--- src/rtl/bit_shift_pkg.sv ---
// Constants, flag layout, bus map and operation codes for the bit, shift and flag unit
// Overview of operation
// [RULE1] Interrupt enable sets I, disable clears it
// [RULE2] Interrupt disable clears I only, one cycle
// [RULE3] Sign flag set/clear ops, one cycle
// [RULE4] Overflow flag set/clear ops, one cycle
// [RULE5] Transfer flag set/clear ops, one cycle
// [RULE6] Shift left, zero into bit 0, ZCNV
// [RULE7] Shift right, zero into bit 7, ZCNV
// [RULE8] Rotate left through carry, ZCNV updated
// [RULE9] Rotate right through carry, ZCNV updated
// [RULE10] Arithmetic shift right keeps bit 7, ZCNV
// [RULE11] Nibble swap, no flags touched
// [RULE12] Generic set/clear writes indexed status bit
// [RULE13] Bit store copies source bit into T
// [RULE14] Bit load copies T into destination bit
// [RULE15] Carry set/clear ops, one cycle
// [RULE16] Negative set/clear ops, one cycle
// [RULE17] Zero set/clear ops, one cycle
// [RULE18] Fixed flag indices; dedicated ops use generic path
package bit_shift_pkg;

   // Status register bit positions
   localparam logic [2:0] FLAG_C = 3'h0;
   localparam logic [2:0] FLAG_Z = 3'h1;
   localparam logic [2:0] FLAG_N = 3'h2;
   localparam logic [2:0] FLAG_V = 3'h3;
   localparam logic [2:0] FLAG_S = 3'h4;
   localparam logic [2:0] FLAG_H = 3'h5;
   localparam logic [2:0] FLAG_T = 3'h6;
   localparam logic [2:0] FLAG_I = 3'h7;

   // Values after reset
   localparam logic [7:0] STATUS_RESET = 8'h00;
   localparam logic [7:0] RESULT_RESET = 8'h00;

   // Wishbone byte addresses
   localparam logic [7:0] ADDR_STATUS = 8'h00;
   localparam logic [7:0] ADDR_RESULT = 8'h04;
   localparam logic [7:0] ADDR_OPCOUNT = 8'h08;

   // Operations handed over by the decoder
   typedef enum logic [4:0] {
      no_op,
      logical_shift_left_op,
      logical_shift_right_op,
      rotate_left_carry_op,
      rotate_right_carry_op,
      arith_shift_right_op,
      nibble_swap_op,
      generic_flag_set_op,
      generic_flag_clear_op,
      bit_to_transfer_flag_op,
      transfer_flag_to_bit_op,
      carry_set_op,
      carry_clear_op,
      negative_set_op,
      negative_clear_op,
      zero_set_op,
      zero_clear_op,
      irq_flag_set_op,
      irq_flag_clear_op,
      sign_flag_set_op,
      sign_flag_clear_op,
      overflow_flag_set_op,
      overflow_flag_clear_op,
      transfer_flag_set_op,
      transfer_flag_clear_op
   } op_e;

endpackage

--- src/rtl/shift_rotate_unit.sv ---
// Combinational shifter: shifts, rotates through carry, nibble swap and their flags
`timescale 1ns/1ps
module shift_rotate_unit (
   // Operation and operands
   input wire bit_shift_pkg::op_e op_i,
   input wire logic [7:0] dest_i,
   input wire logic carry_i,
   // Result and flags
   output logic [7:0] result_o,
   output logic carry_o,
   output logic zero_o,
   output logic negative_o,
   output logic overflow_o,
   output logic flags_touched_o
);
   import bit_shift_pkg::*;

   // Shifted value and outgoing carry per operation
   always_comb begin
      result_o = dest_i;
      carry_o = carry_i;
      flags_touched_o = 1'b1;
      case (op_i)
         logical_shift_left_op: begin
            result_o = {dest_i[6:0], 1'b0}; // [RULE6]
            carry_o = dest_i[7];
         end
         logical_shift_right_op: begin
            result_o = {1'b0, dest_i[7:1]}; // [RULE7]
            carry_o = dest_i[0];
         end
         rotate_left_carry_op: begin
            result_o = {dest_i[6:0], carry_i}; // [RULE8]
            carry_o = dest_i[7];
         end
         rotate_right_carry_op: begin
            result_o = {carry_i, dest_i[7:1]}; // [RULE9]
            carry_o = dest_i[0];
         end
         arith_shift_right_op: begin
            result_o = {dest_i[7], dest_i[7:1]}; // [RULE10]
            carry_o = dest_i[0];
         end
         nibble_swap_op: begin
            // Swap leaves every flag alone
            result_o = {dest_i[3:0], dest_i[7:4]}; // [RULE11]
            flags_touched_o = 1'b0;
         end
         default: begin
            flags_touched_o = 1'b0;
         end
      endcase
   end

   // Flags derived from the shifted value; V is N xor new C
   always_comb begin
      zero_o = (result_o == 8'h00);
      negative_o = result_o[7];
      overflow_o = result_o[7] ^ carry_o;
   end

endmodule

--- src/rtl/bit_access_unit.sv ---
// Per-bit write of one status flag and per-bit insert of T into a register
`timescale 1ns/1ps
module bit_access_unit (
   // Single status bit write
   input wire logic [7:0] status_i,
   input wire logic flag_wr_i,
   input wire logic [2:0] flag_idx_i,
   input wire logic flag_val_i,
   output logic [7:0] status_o,
   // Bit insert into destination
   input wire logic [7:0] dest_i,
   input wire logic [2:0] bit_idx_i,
   input wire logic transfer_i,
   output logic [7:0] inserted_o
);

   // One lane per bit; only the indexed lane changes
   genvar k;
   generate
      for (k = 0; k < 8; k++) begin : g_lane
         always_comb begin
            status_o[k] = (flag_wr_i && flag_idx_i == 3'(k)) ? flag_val_i : status_i[k];
            inserted_o[k] = (bit_idx_i == 3'(k)) ? transfer_i : dest_i[k];
         end
      end
   endgenerate

endmodule

--- src/rtl/bit_shift_flag_instruction_unit.sv ---
// Execution unit for shift, rotate, swap, bit transfer and flag instructions
//
// The Wishbone slave port and the register offsets were chosen for this implementation.
`timescale 1ns/1ps
module bit_shift_flag_instruction_unit (
   // Clock and reset
   input wire logic clk_i,
   input wire logic rst_i,
   // Decoded operation from the instruction decoder
   input wire logic op_valid_i,
   input wire bit_shift_pkg::op_e op_i,
   input wire logic [7:0] dest_i,
   input wire logic [7:0] src_i,
   input wire logic [2:0] bit_idx_i,
   // Results back to the register file
   output logic [7:0] result_o,
   output logic result_we_o,
   output logic done_o,
   // Status register as seen by the core
   output logic [7:0] status_o,
   output logic irq_enable_o,
   // Wishbone slave
   input wire logic wb_cyc_i,
   input wire logic wb_stb_i,
   input wire logic wb_we_i,
   input wire logic [7:0] wb_adr_i,
   input wire logic [3:0] wb_sel_i,
   input wire logic [31:0] wb_dat_i,
   output logic [31:0] wb_dat_o,
   output logic wb_ack_o
);
   import bit_shift_pkg::*;

   // Architectural state; everything software reads over the bus
   // sits in these registers, the core outputs and bus reply are registered below
   logic [7:0] status; // Status flags
   logic [7:0] next_status;
   logic [7:0] last_result; // Last register result
   logic [7:0] next_last_result;
   logic [15:0] op_count; // Completed operations
   logic [15:0] next_op_count;

   // Registered outputs toward the core
   // Each holds one value per operation, no deeper pipelining
   logic [7:0] result;
   logic [7:0] next_result;
   logic result_we;
   logic next_result_we;
   logic done;
   logic next_done;

   // Bus slave state
   // Ack and read data are both registered, one cycle after request
   logic ack;
   logic next_ack;
   logic [31:0] rdata;
   logic [31:0] next_rdata;

   // Shifter outputs
   // Combinational, valid in the cycle the operation is presented
   logic [7:0] sh_result;
   logic sh_carry;
   logic sh_zero;
   logic sh_negative;
   logic sh_overflow;
   logic sh_touched;

   // Single-bit flag write request
   logic flag_wr;
   logic [2:0] flag_idx;
   logic flag_val;
   logic [7:0] base_status; // Status after any bus write
   logic [7:0] bit_status; // Status after the flag write
   logic [7:0] inserted; // Destination with T inserted

   // Bus request qualifiers
   logic bus_req;
   logic bus_wr;

   // Shift, rotate and swap datapath
   // Carry comes after any bus write so both paths see one value
   shift_rotate_unit u_shift (
      .op_i(op_i),
      .dest_i(dest_i),
      .carry_i(base_status[FLAG_C]),
      .result_o(sh_result),
      .carry_o(sh_carry),
      .zero_o(sh_zero),
      .negative_o(sh_negative),
      .overflow_o(sh_overflow),
      .flags_touched_o(sh_touched)
   );

   // Indexed flag write and bit insert
   // T for bit load is read before this cycle's own flag edit
   bit_access_unit u_bits (
      .status_i(base_status),
      .flag_wr_i(flag_wr),
      .flag_idx_i(flag_idx),
      .flag_val_i(flag_val),
      .status_o(bit_status),
      .dest_i(dest_i),
      .bit_idx_i(bit_idx_i),
      .transfer_i(base_status[FLAG_T]),
      .inserted_o(inserted)
   );

   // A bus request is answered once; ack low gates the second cycle.
   // The write itself commits at the edge where the master sees ack,
   // so a cycle abandoned before its answer leaves no trace
   always_comb begin
      bus_req = wb_cyc_i && wb_stb_i && !ack;
      bus_wr = wb_cyc_i && wb_stb_i && wb_we_i && ack;
   end

   // Base status: a bus write lands first, an instruction then edits on top,
   // so hardware flag updates win over software in the same cycle;
   // only byte lane 0 carries the flags, upper lanes are ignored
   always_comb begin
      base_status = status;
      // Software value seen first; instruction edits override below
      if (bus_wr && wb_sel_i[0] && wb_adr_i == ADDR_STATUS) begin
         base_status = wb_dat_i[7:0];
      end
   end

   // Map each flag instruction onto one indexed write
   // One shared write port keeps every flag op a single-edge update
   always_comb begin
      flag_wr = op_valid_i;
      flag_idx = bit_idx_i;
      flag_val = 1'b0;
      case (op_i)
         generic_flag_set_op: begin
            // Index comes straight from the instruction operand
            flag_val = 1'b1; // [RULE12]
         end
         generic_flag_clear_op: begin
            flag_val = 1'b0; // [RULE12]
         end
         bit_to_transfer_flag_op: begin
            // Only T changes; the selected source bit is copied
            flag_idx = FLAG_T;
            flag_val = src_i[bit_idx_i]; // [RULE13]
         end
         carry_set_op, carry_clear_op: begin
            // Dedicated ops pin the index; the operand is ignored
            flag_idx = FLAG_C; // [RULE15] [RULE18]
            flag_val = (op_i == carry_set_op);
         end
         negative_set_op, negative_clear_op: begin
            // Set and clear share one branch, the code picks the value
            flag_idx = FLAG_N; // [RULE16] [RULE18]
            flag_val = (op_i == negative_set_op);
         end
         zero_set_op, zero_clear_op: begin
            flag_idx = FLAG_Z; // [RULE17] [RULE18]
            flag_val = (op_i == zero_set_op);
         end
         irq_flag_set_op: begin
            // Global enable; the core sees it on the next cycle
            flag_idx = FLAG_I;
            flag_val = 1'b1; // [RULE1]
         end
         irq_flag_clear_op: begin
            // Disable lands in the same edge as any other flag write
            flag_idx = FLAG_I;
            flag_val = 1'b0; // [RULE1] [RULE2]
         end
         sign_flag_set_op, sign_flag_clear_op: begin
            // Signed test flag, no arithmetic behind it here
            flag_idx = FLAG_S; // [RULE3] [RULE18]
            flag_val = (op_i == sign_flag_set_op);
         end
         overflow_flag_set_op, overflow_flag_clear_op: begin
            // Forced overflow value, independent of the shifter
            flag_idx = FLAG_V; // [RULE4] [RULE18]
            flag_val = (op_i == overflow_flag_set_op);
         end
         transfer_flag_set_op, transfer_flag_clear_op: begin
            // Same bit that bit store and bit load use
            flag_idx = FLAG_T; // [RULE5] [RULE18]
            flag_val = (op_i == transfer_flag_set_op);
         end
         default: begin
            // Shifts and bit load do not use the single-bit path
            flag_wr = 1'b0;
         end
      endcase
   end

   // Next status: shifts replace Z, C, N, V; all else via the bit path
   // S, H, T and I pass through a shift untouched
   always_comb begin
      next_status = bit_status;
      if (op_valid_i && sh_touched) begin
         next_status = base_status;
         next_status[FLAG_Z] = sh_zero; // [RULE6] [RULE7] [RULE8] [RULE9] [RULE10]
         next_status[FLAG_C] = sh_carry;
         next_status[FLAG_N] = sh_negative;
         next_status[FLAG_V] = sh_overflow;
      end
   end

   // Register result and write strobe for the register file
   // The strobe is a one-cycle pulse; the value holds so a late
   // reader of the bus result register still finds it
   always_comb begin
      next_result = result;
      next_result_we = 1'b0;
      next_done = op_valid_i && (op_i != no_op);
      next_last_result = last_result;
      if (op_valid_i) begin
         case (op_i)
            logical_shift_left_op, logical_shift_right_op, rotate_left_carry_op,
            rotate_right_carry_op, arith_shift_right_op, nibble_swap_op: begin
               // Swap shares the shifter's result path
               next_result = sh_result; // [RULE11]
               next_result_we = 1'b1;
            end
            transfer_flag_to_bit_op: begin
               // Other bits of the destination pass through untouched
               next_result = inserted; // [RULE14]
               next_result_we = 1'b1;
            end
            default: begin
               // Flag ops leave the register file alone
               next_result = result;
            end
         endcase
         if (next_result_we) begin
            next_last_result = next_result;
         end
      end
   end

   // Operation counter wraps; software clears it by writing
   // Clear beats a same-cycle increment, so software sees a clean zero
   always_comb begin
      next_op_count = op_count;
      if (bus_wr && wb_sel_i[0] && wb_adr_i == ADDR_OPCOUNT) begin
         next_op_count = 16'h0000;
      end else if (next_done) begin
         // Only real operations count; no_op and idle cycles do not
         next_op_count = op_count + 16'h0001;
      end
   end

   // Bus answer: ack one cycle after the request, read data with it;
   // unmapped addresses read zero and ignore writes.
   // Read data is captured at the request edge, so a flag op in the
   // same cycle shows up only on the next read
   always_comb begin
      next_ack = bus_req;
      next_rdata = rdata;
      if (bus_req && !wb_we_i) begin
         if (wb_adr_i == ADDR_STATUS) begin
            next_rdata = {24'h000000, status};
         end else if (wb_adr_i == ADDR_RESULT) begin
            next_rdata = {24'h000000, last_result};
         end else if (wb_adr_i == ADDR_OPCOUNT) begin
            next_rdata = {16'h0000, op_count};
         end else begin
            // Holes in the map read as zero
            next_rdata = 32'h00000000;
         end
      end
   end

   // State registers; every flag instruction lands in this one edge
   // Synchronous reset only; the whole unit leaves reset on one edge
   always_ff @(posedge clk_i) begin
      if (rst_i) begin
         status <= STATUS_RESET;
         last_result <= RESULT_RESET;
         op_count <= 16'h0000;
         result <= RESULT_RESET;
         result_we <= 1'b0;
         done <= 1'b0;
         ack <= 1'b0;
         rdata <= 32'h00000000;
      end else begin
         status <= next_status;
         last_result <= next_last_result;
         op_count <= next_op_count;
         result <= next_result;
         result_we <= next_result_we;
         done <= next_done;
         ack <= next_ack;
         rdata <= next_rdata;
      end
   end

   // Outputs straight from flip-flops
   // No logic after the registers, so the core sees clean timing
   assign result_o = result;
   assign result_we_o = result_we;
   assign done_o = done;
   assign status_o = status;
   assign irq_enable_o = status[FLAG_I];
   assign wb_dat_o = rdata;
   assign wb_ack_o = ack;

endmodule

--- config.mk ---
export PLATFORM = sky130hd
export DESIGN_NAME = bit_shift_flag_instruction_unit
export DESIGN_NICKNAME = d
export VERILOG_FILES = /design/src/rtl/bit_shift_pkg.sv /design/src/rtl/shift_rotate_unit.sv /design/src/rtl/bit_access_unit.sv /design/src/rtl/bit_shift_flag_instruction_unit.sv
export SDC_FILE = /design/constraint.sdc
export NUM_CORES = 1
export LEC_CHECK = 0
export BUFFER_PORTS_ARGS = -buffer_cell sky130_fd_sc_hd__buf_2
export CORE_MARGIN = 2
export CORE_UTILIZATION = 46
export DETAILED_ROUTE_END_ITERATION = 10
export PLACE_DENSITY = 0.77
export RECOVER_POWER = 50
export SLEW_MARGIN = 40
export SYNTH_ARGS = -nofsm -noshare
export SYNTH_HDL_FRONTEND = slang
export SYNTH_SLANG_ARGS = --single-unit
--- constraint.sdc ---
create_clock -name clk_i -period 2.83 [get_ports clk_i]
set_clock_uncertainty 0.15 [all_clocks]
set_input_delay 0.566 -clock clk_i [delete_from_list [all_inputs] [get_ports clk_i]]
set_output_delay 0.566 -clock clk_i [all_outputs]
set_load 0.02 [all_outputs]
==> metrics.txt <==
outcome=completed; DR WL/cell=15.18 um; CTS Buf Count=9; Peak VDD IR=205.9 uV; Netlist cell types=64; Vias/cell=a little under 6; Internal=1496 uW; Primary FF master, synth=dfxtp_1; RSZ-0062 raised after global routing=false; CP startpoint kind=input port; Global Route met3 Usage=4.674%; FF-to-FF path depth=10; Arr. time, crit path=2510 ps; largest area contributor in the netlist=dfxtp_1; register area share after synthesis=32.00%; # clock sinks=59; final setup violation count=0; number of setup buffers added after CTS=0; Max clock buf depth=2; MaxCap Viol Count=0; Synth warnings=0; CTS root buffer=clkbuf_8; Slew Limit Fails=0; pin count of the biggest net entering global routing=28; flop-to-flop setup slack=460 ps; CTS tree=built; fin crit share=between 80 and 90%; most frequent cells in the layout=67 x nor2_1, 59 x dfxtp_1, 44 x buf_2, 42 x nand2_1, 39 x clkbuf_1; gr usage total=23.33%; Post-DRT Antenna Nets=0; hold_sp=result_o[0]$_SDFFE_PP0P_; Core Region=between 0.007 and 0.008 mm^2; Hold Buf Count CTS=0; Slew HR=a little over a fifth; CP endpoint kind=flop; Critical Path Max Stage Delay=310 ps; NumNets Final=627; LEAKAGE=0.001695 uW; met1 usage=28.58%; Die Y=roughly 94 um; number of enable flip-flop cells after synthesis=0; fmax=399.5 MHz; Layout Utilization=approximately 57%; sw frac=27.36%; Worst-Margin Slew=between 1000 and 1500 ps; min-delay worst type=flop to flop; antenna cells=0; # IOs=~130; Hold Path End=result_o[0]$_SDFFE_PP0P_; cell count of the worst hold path=2; PortBufs=a little over 80; Worst-Skew Late Latency=340 ps; Gate Count Post-Synth=464; Initial Utilization=47.52%; CP Cell Sequence=buf_2 > nor4_1 > nand2_1 > nor4b_2 > buf_4 > mux2i_1 > buf_4 > o21ai_0 > a2111oi_0 > buf_4 > a211oi_1; H-Tree Depth=3; Psw=563.3 uW; combinational share of power=17.1%; Setup CP Type=input port to flop; crit-path most repeated cell=buf_4; pwr dens=468.1 mW/mm^2; fin crit period=2503 ps; drt pass-1 iters=4; chip width=slightly above 90 um; die area=0.008756 mm^2; Sequential Power Share=around 42%; synthesized cell area=0.003691 mm^2; grt total ovfl=0; register bit total from synthesis=just under 60; CP required=2840 ps; Area contributors post-synth=dfxtp_1 32%, nor2_1 6.8%, mux2i_1 5.2%, nand2_1 4.3%, a211oi_1 3.9%; largest fanout on the critical path=4; gpl congestion=0.9516; initial antenna violation count=0; vias in the first global route=3515; setup TNS=0 ps; Vias=3797; share of post-route cells with drive strength above 1=between 10% and 20%; Iteration-0 DRC Markers=207; Row Count=32; commonest non-fill, non-tap cell in the layout=nor2_1; CTS resizes=0; Clk pwr share=40.6%; global-route wire length before repair=16270 um; RR Endpoint=last_result[7]$_SDFFE_PP0P_; post-detail-place hpwl=7472 um; Top Usage Layer GRT=met2; final wirelength=9990 um; CP max-delay cell=nor4b_2; Fill cells=728; GR Util met2=roughly two fifths; post-synth top area share=32.00%; Clock transition at path regs=60 ps; Remaining DRCs=0; Layout area overhead=19.19%; Reg2Reg Launch Point=wb_ack_o$_SDFF_PP0_; Post-synth ARST share=0%; Avg Inst Size Synth=7.955 um^2; Hold Vio Cnt, Final=0
-- critical path, delay by kind of cell --
kind            cells  cell delay, ps
simple gates        3             710
buf+inv             4             620
compound gates      3             440
mux                 1             180
-- cell families after synthesis --
logic type                 synth area share (%)
buffers and inverters                     8.712
xor gates and xnor gates                  3.322
muxes                                     6.678
other                                    0.1016
DFF                                       32.00
and+or+nand+nor                           24.58
AOI/OAI and AO/OA                         24.00
adders and majority gates                0.6101
-- state kept, by name, summed over array words and instances, names as in the netlist --
signal	flops
result_we_o	1
done_o	1
op_count	16
status_o	8
wb_ack_o	1
wb_dat_o	16
last_result	8
result_o	8
-- Yosys cell counts, types with 2 or more instances --
master,n
nand3_1,7
buf_2,8
nor2b_1,11
or4_1,2
nor3_1,11
and3_1,6
and2_1,3
nor4b_2,2
o211ai_1,2
a221oi_1,3
dfxtp_1,59
mux2_1,2
clkbuf_1,23
or3_1,8
o41ai_1,2
inv_1,9
a21oi_1,18
a22oi_1,19
a311oi_2,2
o31ai_1,5
o21ai_0,17
a222oi_1,4
nor4_1,4
buf_6,2
a2111oi_0,2
a311oi_1,8
a211oi_1,19
xor2_1,12
buf_4,18
nand2b_1,6
nand2_1,42
nand4_1,5
nor2_1,67
nand4b_1,2
nand3b_1,4
xnor2_1,2
nor3b_1,2
a31oi_1,2
mux2i_1,19
-- per-layer routing --
metal / share of wire (%) / vias up
met4: 2.9 / 0
met3: 7.8 / 27
li1: - / 1831
met5: 0 / -
met1: 41 / 1764
met2: 48 / 175
-- through the flow --
step                total power [uW]  std cells  setup WS (ps)  hold WS (ps)  area [um^2]
floorplan                       1135        479          90.79         286.0         3747
global placement                1232        643          42.30         292.1         4238
detailed placement              1241        643          21.48         294.1         4238
CTS                             2071        658          360.4         303.3         4453
global route                    2140        658          70.87         333.3         4399
finish                          2059        658          326.7         302.8         4399
-- power groups by stage --
stage	registers [uW]	logic [uW]	clock network [uW]
floorplan	899	237	0
global placement	888	344	0
detailed placement	889	352	0
CTS	871	353	848
global route	873	386	880
finish	871	351	836
-- worst max path at each step --
stage / startpoint / endpoint / cells past startpoint / slack (ps)
final: wb_adr_i[5] / last_result[7]$_SDFFE_PP0P_ / 11 / 330
after global routing: wb_adr_i[5] / last_result[7]$_SDFFE_PP0P_ / 11 / 70
after CTS: wb_adr_i[5] / result_o[0]$_SDFFE_PP0P_ / 10 / 360
after detailed placement: wb_adr_i[5] / result_o[0]$_SDFFE_PP0P_ / 10 / 20
after global placement: wb_adr_i[5] / last_result[7]$_SDFFE_PP0P_ / 11 / 40
after floorplan: wb_adr_i[5] / last_result[7]$_SDFFE_PP0P_ / 7 / 90
-- final cells by class --
type | count | area [um^2] | share of cell area, %
Clock buffer | 10 | 137.6 | 3.129
Clock inverter | 5 | 77.57 | 1.763
Inverter | 9 | 33.78 | 0.7679
Multi-Input combinational cell | 359 | 2245 | 51.02
Sequential cell | 59 | 1181 | 26.85
Tap cell | 102 | 127.6 | 2.901
Timing Repair Buffer | 114 | 596.8 | 13.57
Power figures use the tool's default switching activity.
